File: config.mk
export PLATFORM = sky130hd
export DESIGN_NAME = fcor_flash_clock_opts
export DESIGN_NICKNAME = d
export VERILOG_FILES = /design/src/rtl/fcor_flash_clock_opts.v
export VERILOG_INCLUDE_DIRS = /design/src /design/src/rtl
export SDC_FILE = /design/constraint.sdc
export NUM_CORES = 1
export LEC_CHECK = 0
export BUFFER_PORTS_ARGS = -buffer_cell sky130_fd_sc_hd__clkbuf_2
export CORE_MARGIN = 3
export CORE_UTILIZATION = 39
export CTS_BUF_LIST = sky130_fd_sc_hd__clkbuf_16
export DETAILED_ROUTE_END_ITERATION = 7
export GPL_ROUTABILITY_DRIVEN = 0
export PLACE_DENSITY = 0.78
export SYNTH_ARGS = -nofsm -noshare
export SYNTH_HDL_FRONTEND = slang
export SYNTH_SLANG_ARGS = --single-unit
File: constraint.sdc
create_clock -name sys_clk -period 1.9 [get_ports sys_clk]
set_clock_uncertainty 0.15 [all_clocks]
set_input_delay 0.38 -clock sys_clk [delete_from_list [all_inputs] [get_ports sys_clk]]
set_output_delay 0.38 -clock sys_clk [all_outputs]
set_load 0.005 [all_outputs]
File: src/rtl/fcor_defines.vh
// Constants for the flash clock divider and options register block
`ifndef FCOR_DEFINES_VH
`define FCOR_DEFINES_VH

// Register byte addresses
`define FCOR_ADDR_W 4
`define FCOR_OFS_DIV 4'h0
`define FCOR_OFS_OPT 4'h4
`define FCOR_OFS_KEY 4'h8
`define FCOR_OFS_CTL 4'hc

// Divider register fields
`define FCOR_DIV_LOADED 7
`define FCOR_DIV_PRE8 6
`define FCOR_DIV_HI 5
`define FCOR_DIV_LO 0

// Options register fields
`define FCOR_OPT_BACKDOOR_ENABLE 7
`define FCOR_OPT_NORED 6
`define FCOR_OPT_IMPL_MASK 8'hc3
`define FCOR_OPT_SEC_HI 1
`define FCOR_OPT_SEC_LO 0
`define FCOR_SEC_OPEN 2'h2

// Control/status register fields
`define FCOR_CTL_KEYACC 0
`define FCOR_CTL_KEYOK 1
`define FCOR_CTL_SECURE 2
`define FCOR_CTL_ACCERR 4

// Counts
`define FCOR_PRE_LAST 3'h7
`define FCOR_KEY_LAST 3'h7
`define FCOR_KEY_BYTES 8

// Bus answers
`define FCOR_RESP_OKAY 2'h0
`define FCOR_RESP_SLVERR 2'h2

`endif

File: src/rtl/fcor_flash_clock_opts.v
// Flash clock divider, options shadow and security state with AXI4-Lite slave
`timescale 1ns/1ns
`include "fcor_defines.vh"

module fcor_flash_clock_opts (
	input wire sys_clk,
	input wire nrst,
	input wire [3:0] s_axi_awaddr,
	input wire [2:0] s_axi_awprot,
	input wire s_axi_awvalid,
	output reg s_axi_awready,
	input wire [31:0] s_axi_wdata,
	input wire [3:0] s_axi_wstrb,
	input wire s_axi_wvalid,
	output reg s_axi_wready,
	output reg [1:0] s_axi_bresp,
	output reg s_axi_bvalid,
	input wire s_axi_bready,
	input wire [3:0] s_axi_araddr,
	input wire [2:0] s_axi_arprot,
	input wire s_axi_arvalid,
	output reg s_axi_arready,
	output reg [31:0] s_axi_rdata,
	output reg [1:0] s_axi_rresp,
	output reg s_axi_rvalid,
	input wire s_axi_rready,
	input wire [7:0] nonvolatile_option_byte,
	input wire [7:0] nonvolatile_protection_byte,
	input wire [63:0] stored_unlock_key,
	input wire pe_req,
	input wire blank_check_ok,
	input wire mem_src_unsecured,
	input wire mem_we_in,
	input wire [7:0] mem_rdata_in,
	output reg pe_accept_r,
	output reg flash_tick_r,
	output reg access_error_flag_r,
	output reg secure_r,
	output reg vector_redirect_disable_r,
	output reg [7:0] protection_shadow_r,
	output reg mem_we_r,
	output reg [7:0] mem_rdata_r
);

// --------------------------------------------------------------
// State
// --------------------------------------------------------------
reg divisor_loaded_flag_r;
reg prescale_by_eight_r;
reg [5:0] divisor_r;
reg [7:0] flash_options_shadow_r;
reg [2:0] pre_cnt_r;
reg [5:0] div_cnt_r;
reg key_access_r;
reg [2:0] key_idx_r;
reg key_match_r;
reg key_full_r;
reg key_ok_r;

// --------------------------------------------------------------
// Bus qualifiers and address decode
// --------------------------------------------------------------
wire wr_go = s_axi_awready & s_axi_awvalid & s_axi_wready & s_axi_wvalid;
wire rd_go = s_axi_arready & s_axi_arvalid;
wire lane0 = s_axi_wstrb[0];
// AXI prot bit 1 marks a non-secure master; the background debug port uses it
wire wr_unsecured = s_axi_awprot[1];
wire aw_is_div = (s_axi_awaddr == `FCOR_OFS_DIV);
wire aw_is_opt = (s_axi_awaddr == `FCOR_OFS_OPT);
wire aw_is_key = (s_axi_awaddr == `FCOR_OFS_KEY);
wire aw_is_ctl = (s_axi_awaddr == `FCOR_OFS_CTL);
// Unmapped writes are answered with an error but never touch state
wire wr_map = aw_is_div | aw_is_opt | aw_is_key | aw_is_ctl;
// Lane 0 off: the write is answered OKAY yet changes nothing
wire wr_div = wr_go & lane0 & aw_is_div;
wire wr_key = wr_go & lane0 & aw_is_key;
wire wr_ctl = wr_go & lane0 & aw_is_ctl;
wire [7:0] wbyte = s_axi_wdata[7:0];
// Key byte i sits at bits 8i+7:8i; the index walks them in ascending order
wire [7:0] key_byte = stored_unlock_key[{key_idx_r, 3'h0} +: 8];
wire [1:0] sec_code = flash_options_shadow_r[`FCOR_OPT_SEC_HI:`FCOR_OPT_SEC_LO];
wire pre_tick = ~prescale_by_eight_r | (pre_cnt_r == `FCOR_PRE_LAST);

// --------------------------------------------------------------
// Divider register and flash clock
// --------------------------------------------------------------
always @(posedge sys_clk) begin
	if (!nrst) begin
		divisor_loaded_flag_r <= 1'b0;
		prescale_by_eight_r <= 1'b0;
		divisor_r <= 6'h00;
	end else if (wr_div && !divisor_loaded_flag_r) begin
		// A second value would retune timers that are already running
		// Only the first write lands; the rest are dropped
		divisor_loaded_flag_r <= 1'b1;
		prescale_by_eight_r <= wbyte[`FCOR_DIV_PRE8];
		divisor_r <= wbyte[`FCOR_DIV_HI:`FCOR_DIV_LO];
	end
end

// --------------------------------------------------------------
// Flash clock
// --------------------------------------------------------------
// Prescaler and divisor run only once loaded, so no stray tick precedes setup
always @(posedge sys_clk) begin
	if (!nrst || !divisor_loaded_flag_r) begin
		pre_cnt_r <= 3'h0;
	end else begin
		// Free-running wrap; only its last count matters when prescale is set
		pre_cnt_r <= pre_cnt_r + 3'h1;
	end
end

// Divisor counts prescaler ticks, so the period is divisor plus one inputs
always @(posedge sys_clk) begin
	if (!nrst || !divisor_loaded_flag_r) begin
		div_cnt_r <= 6'h00;
		flash_tick_r <= 1'b0;
	end else begin
		flash_tick_r <= 1'b0;
		if (pre_tick) begin
			if (div_cnt_r >= divisor_r) begin
				div_cnt_r <= 6'h00;
				flash_tick_r <= 1'b1;
			end else begin
				div_cnt_r <= div_cnt_r + 6'h01;
			end
		end
	end
end

// --------------------------------------------------------------
// Program/erase gate and access error
// --------------------------------------------------------------
always @(posedge sys_clk) begin
	if (!nrst) begin
		pe_accept_r <= 1'b0;
		access_error_flag_r <= 1'b0;
	end else begin
		// Accept echoes the request one cycle later, while the request lasts; the sequencer must latch it
		pe_accept_r <= pe_req & divisor_loaded_flag_r;
		if (pe_req && !divisor_loaded_flag_r) begin
			// Set wins over a same-cycle clear
			access_error_flag_r <= 1'b1;
		end else if (wr_ctl && wbyte[`FCOR_CTL_ACCERR]) begin
			access_error_flag_r <= 1'b0;
		end
	end
end

// --------------------------------------------------------------
// Options shadow, protection shadow and security
// --------------------------------------------------------------
always @(posedge sys_clk) begin
	if (!nrst) begin
		// Synchronous reset, so the nonvolatile bytes are loaded here
		flash_options_shadow_r <= nonvolatile_option_byte & `FCOR_OPT_IMPL_MASK;
		protection_shadow_r <= nonvolatile_protection_byte;
	end else if ((key_ok_r && flash_options_shadow_r[`FCOR_OPT_BACKDOOR_ENABLE]) || blank_check_ok) begin
		// No software path writes the shadow; only unlock events touch it
		flash_options_shadow_r[`FCOR_OPT_SEC_HI:`FCOR_OPT_SEC_LO] <= `FCOR_SEC_OPEN;
	end
end

// --------------------------------------------------------------
// Security state and redirection
// --------------------------------------------------------------
// Registered so the security output is glitch-free; it lags the code by a cycle
always @(posedge sys_clk) begin
	if (!nrst) begin
		secure_r <= 1'b1;
		vector_redirect_disable_r <= 1'b0;
	end else begin
		secure_r <= (sec_code != `FCOR_SEC_OPEN);
		vector_redirect_disable_r <= flash_options_shadow_r[`FCOR_OPT_NORED];
	end
end

// --------------------------------------------------------------
// Memory access gate
// --------------------------------------------------------------
// Memory gate: one cycle of latency in exchange for registered outputs
// Judged on the registered secure state, so it opens a cycle after an unlock
always @(posedge sys_clk) begin
	if (!nrst) begin
		mem_we_r <= 1'b0;
		mem_rdata_r <= 8'h00;
	end else if (secure_r && mem_src_unsecured) begin
		mem_we_r <= 1'b0;
		mem_rdata_r <= 8'h00;
	end else begin
		mem_we_r <= mem_we_in;
		mem_rdata_r <= mem_rdata_in;
	end
end

// --------------------------------------------------------------
// Backdoor key entry
// --------------------------------------------------------------
// Bytes must arrive in ascending order; the verdict is taken on key-access exit
// Bytes past the eighth are dropped, and an unfinished key never unlocks
always @(posedge sys_clk) begin
	if (!nrst) begin
		key_access_r <= 1'b0;
		key_idx_r <= 3'h0;
		key_match_r <= 1'b1;
		key_full_r <= 1'b0;
		key_ok_r <= 1'b0;
	end else begin
		key_ok_r <= 1'b0;
		// A debug write to control can neither open nor close key entry
		if (wr_ctl && !wr_unsecured) begin
			key_access_r <= wbyte[`FCOR_CTL_KEYACC];
			if (key_access_r && !wbyte[`FCOR_CTL_KEYACC]) begin
				key_ok_r <= key_full_r & key_match_r;
			end
			if (!key_access_r && wbyte[`FCOR_CTL_KEYACC]) begin
				key_idx_r <= 3'h0;
				key_match_r <= 1'b1;
				key_full_r <= 1'b0;
			end
		end else if (wr_key && key_access_r && !wr_unsecured && !key_full_r) begin
			// Debug-sourced key bytes never reach the compare
			key_match_r <= key_match_r & (wbyte == key_byte);
			key_idx_r <= key_idx_r + 3'h1;
			if (key_idx_r == `FCOR_KEY_LAST) begin
				key_full_r <= 1'b1;
			end
		end
	end
end

// --------------------------------------------------------------
// AXI4-Lite write channel
// --------------------------------------------------------------
// One write in flight: readies wait for both channels, trading speed for a simple slave
always @(posedge sys_clk) begin
	if (!nrst) begin
		s_axi_awready <= 1'b0;
		s_axi_wready <= 1'b0;
		s_axi_bvalid <= 1'b0;
		s_axi_bresp <= `FCOR_RESP_OKAY;
	end else begin
		if (wr_go) begin
			s_axi_awready <= 1'b0;
			s_axi_wready <= 1'b0;
			s_axi_bvalid <= 1'b1;
			s_axi_bresp <= wr_map ? `FCOR_RESP_OKAY : `FCOR_RESP_SLVERR;
		end else if (s_axi_awvalid && s_axi_wvalid && !s_axi_bvalid && !s_axi_awready) begin
			s_axi_awready <= 1'b1;
			s_axi_wready <= 1'b1;
		end
		if (s_axi_bvalid && s_axi_bready) begin
			s_axi_bvalid <= 1'b0;
		end
	end
end

// --------------------------------------------------------------
// AXI4-Lite read channel
// --------------------------------------------------------------
// Unmapped offsets read zero and answer with an error
reg [7:0] rd_byte;
reg rd_hit;
always @* begin
	rd_byte = 8'h00;
	rd_hit = 1'b1;
	case (s_axi_araddr)
		`FCOR_OFS_DIV: rd_byte = {divisor_loaded_flag_r, prescale_by_eight_r, divisor_r};
		`FCOR_OFS_OPT: rd_byte = flash_options_shadow_r;
		`FCOR_OFS_KEY: rd_byte = 8'h00;
		`FCOR_OFS_CTL: begin
			rd_byte[`FCOR_CTL_KEYACC] = key_access_r;
			rd_byte[`FCOR_CTL_KEYOK] = key_full_r & key_match_r;
			rd_byte[`FCOR_CTL_SECURE] = secure_r;
			rd_byte[`FCOR_CTL_ACCERR] = access_error_flag_r;
		end
		default: rd_hit = 1'b0;
	endcase
end

// --------------------------------------------------------------
// Read response
// --------------------------------------------------------------
// Arready waits for rvalid to clear, so at most one read is open
always @(posedge sys_clk) begin
	if (!nrst) begin
		s_axi_arready <= 1'b0;
		s_axi_rvalid <= 1'b0;
		s_axi_rdata <= 32'h00000000;
		s_axi_rresp <= `FCOR_RESP_OKAY;
	end else begin
		if (rd_go) begin
			s_axi_arready <= 1'b0;
			s_axi_rvalid <= 1'b1;
			s_axi_rdata <= {24'h000000, rd_byte};
			s_axi_rresp <= rd_hit ? `FCOR_RESP_OKAY : `FCOR_RESP_SLVERR;
		end else if (s_axi_arvalid && !s_axi_rvalid && !s_axi_arready) begin
			s_axi_arready <= 1'b1;
		end
		if (s_axi_rvalid && s_axi_rready) begin
			s_axi_rvalid <= 1'b0;
		end
	end
end

endmodule

==> results_dict.tcl <==
set metrics [dict create \
    outcome "finished with violations" \
    violations "setup timing" \
    yosys-top-cells-area "dfxtp_1 (31%), edfxtp_1 (11%), mux2i_1 (8.1%)" \
    start_util_pct 40.2 \
    critPathMaxStageDelay_ns 0.38 \
    finalNonFillerCells 599 \
    synthAdderAreaFrac_pct 4.15 \
    setup_slack_ns -0.116 \
    final.fill_count 738 \
    critPathKind "register to register" \
    die_y_um 98.2 \
    cts_tree "built" \
    pwr-share-seq_pct 43.0 \
    numCtsBuffers 9 \
    die_area_um2 9650 \
    route.met2.wl_um 4570 \
    synth_most_common_cell "dfxtp_1" \
    startpoint_type "register" \
    synth_cells 321 \
    rsz0062_at_grt "true" \
    setup_tns_ns -0.537 \
    async_flop_share_pct 0 \
    cts_max_path_buffers 2 \
    wl_per_cell_um 14.9 \
    dieWidth_um 98.2 \
    power.internal_mw 2.61 \
    postRouteAntennaNets 0 \
    nets 648 \
    ys_seq_elements 64 \
    cts-root-buf "clkbuf_16" \
    synth_top_family_by_area "multiplexers" \
    coreArea_um2 8260 \
    clock_sinks 64 \
    path_common_cell "a21o_1" \
    areaGrowthSynthToFinish_pct 37.9 \
    min_path_type "input pin to register" \
    yosysSeqAreaShare_pct 42.2 \
    synth_compound_area_share_pct 9.96 \
    wirelength_um 8940 \
    period_share_pct 106 \
    grt_use_total_pct 18.6 \
    rows 33 \
    synth_xor_area_share_pct 2.90 \
    cts_setup_buffers 0 \
    port_buffers 149 \
    grt.overflow.total 0 \
    grt_pass1_vias 2942 \
    pre_cts_ws_ns -0.260 \
    grt_pass1_wl_um 14200 \
    yosysTopAreaCellShare_pct 31.4 \
    hold_buffers 0 \
    min_period_ns 2.02 \
    grt_max_degree 19 \
    wirelength_met1_um 3350 \
    fin_util_pct 55.4 \
    maxUsedRoutingLayer "met4" \
    crit_chain "inv_2 > ha_4 > nand2b_4 > a21o_1 > a21o_1 > a21o_1 > a211o_4 > a221oi_2" \
    netlist_area_um2 3320 \
    met3_wirelength_um 842 \
    p_total_mw 3.38 \
    peakVddDrop_uv 315 \
    p_per_area_nw_per_um2 738 \
    synthDistinctLibCells 47 \
    io_pins 212 \
    crit_path_top_delay_cell "a211o_4" \
    detailed_place_hpwl_um 7340 \
    drtPass1Iterations 4 \
    viasPerCell 5.02 \
    arrival_ns 2.11 \
    antenna_found_initial 1 \
    drtIter0Drc 76 \
    clk_latency_ns 0.33 \
    crit_path_end_kind "register" \
    pwr-share-clk_pct 47.5 \
    dp_cells 582 \
    yosys.area_share.simple_pct 15.1 \
    comb_power_share_pct 9.5 \
    path_max_fanout 7 \
    finalSetupViolCount 8 \
    power_leakage_nw 2.13 \
    maxCapViolations 0 \
    drv_slew 0 \
    yosys_warnings 0 \
    clk_pin_slew_ns 0.05 \
    yosysTopAreaCell "dfxtp_1" \
    synthTopCellsByCount "dfxtp_1 (52), buf_4 (28), mux2i_1 (27), nor2_1 (27), nand2_1 (14)" \
    postSynthAreaPerCell_um2 10.3 \
    hold_viol 0 \
    yosys-mux-area-fraction_pct 16.0 \
    yosys_most_used_dff "dfxtp_1" \
    cts_htree_levels 3 \
    vias 3009 \
    clock.fmax_ghz 0.496 \
    final_layout_size_suffix_gt1_share_pct 45.4 \
    synth-edff-count 12 \
    switchingPower_uw 761 \
    swShare_pct 22.5 \
    drc_errors 0 \
    cp.required_ns 1.99 \
]
[critical path, delay by kind of cell, from the launching register on]
family | cells | cell delay (ns)
compound gates | 5 | 1.09
fa+ha+maj | 1 | 0.20
flops | 1 | 0.33
buf+inv | 1 | 0.04
simple gates | 1 | 0.13
[final cells by class]
| class | instances | area (um2) | area share (%) |
|---|---|---|---|
| multi-input cells | 232 | 1770 | 38.7 |
| flip-flops and latches | 64 | 1410 | 30.8 |
| diodes | 1 | 2.50 | 0.0547 |
| well taps | 105 | 131 | 2.87 |
| inverters | 9 | 33.8 | 0.739 |
| repair buffers | 172 | 935 | 20.4 |
| clock inverters | 7 | 71.3 | 1.56 |
| clock buffers | 9 | 225 | 4.92 |
[worst paths after layout]
path	cells after the start	endpoint	from	slack, ns
setup / recovery	8	div_cnt_r[5]	div_cnt_r[0]	-0.12
hold / removal	1	protection_shadow_r[5]	nonvolatile_protection_byte[5]	0.08
setup reg to reg	8	div_cnt_r[5]	div_cnt_r[0]	-0.12
hold reg to reg	1	pre_cnt_r[0]	pre_cnt_r[0]	0.27
[cells in the final DEF, fill, tap and decap left out, types with 3 or more instances in the layout]
cell | synthesis | layout
a22o_1 | 4 | 4
clkbuf_16 | 0 | 9
nand3b_1 | 5 | 5
nand2_1 | 14 | 14
nor2_1 | 27 | 27
dfxtp_2 | 0 | 4
mux2i_1 | 27 | 26
a32o_1 | 3 | 3
o21ai_0 | 5 | 5
dfxtp_1 | 52 | 48
and2_1 | 11 | 11
inv_1 | 8 | 7
a21oi_1 | 12 | 12
nand4_1 | 8 | 8
mux2_2 | 7 | 7
mux4_2 | 8 | 8
xnor2_1 | 3 | 3
buf_4 | 28 | 21
ha_1 | 11 | 10
xor2_1 | 8 | 8
nand3_1 | 4 | 4
a21o_1 | 3 | 3
clkbuf_2 | 0 | 149
edfxtp_1 | 12 | 12
nor3_1 | 4 | 4
nand2b_1 | 5 | 4
conb_1 | 1 | 26
a211oi_2 | 0 | 5
and3_1 | 5 | 4
or3_1 | 3 | 3
[power groups by stage]
stage	sequential, mW	clock (mW)	combinational (mW)
2_1_floorplan	1.48	0	0.162
4_1_cts	1.45	1.64	0.323
6_report	1.45	1.60	0.322
3_3_place_gp	1.48	0	0.313
3_5_place_dp	1.48	0	0.320
5_1_grt	1.46	1.71	0.358
[per-stage QoR]
stage	area, um2	hold WS, ns
detailed placement	4190	0.265
global route	4570	0.0610
global placement	4190	0.261
floorplan	3410	0.249
finish	4570	0.0764
CTS	4560	0.0639
[flip-flops by register name (all words and copies together) (netlist names), 3 cells and up]
name	cells
mem_rdata_r	8
protection_shadow_r	8
s_axi_rdata	8
div_cnt_r	6
divisor_r	6
flash_options_shadow_r	4
key_idx_r	3
pre_cnt_r	3
[per-layer routing]
metal | global-route usage [%] | vias to the layer above
li1 | - | 1445
met1 | 20.8 | 1405
met2 | 32.5 | 144
met3 | 6.86 | 15
met4 | 7.04 | 0
met5 | 0 | -
[cell families after synthesis]
kind of cell    Yosys count
buf+inv                  50
xor+xnor                 11
compound gates           47
mux                      42
other cells               1
simple gates             95
flops                    64
fa+ha+maj                11
[repair_timing]
| item | 4_1_cts | 5_1_grt |
|---|---|---|
| setup endpoints to repair | 8 | 12 |
| endpoints found under the hold margin | 0 | 0 |
| pin swaps | 7 | 1 |
| gates resized for setup | 15 | 3 |
(Power assumes the default switching activity.)
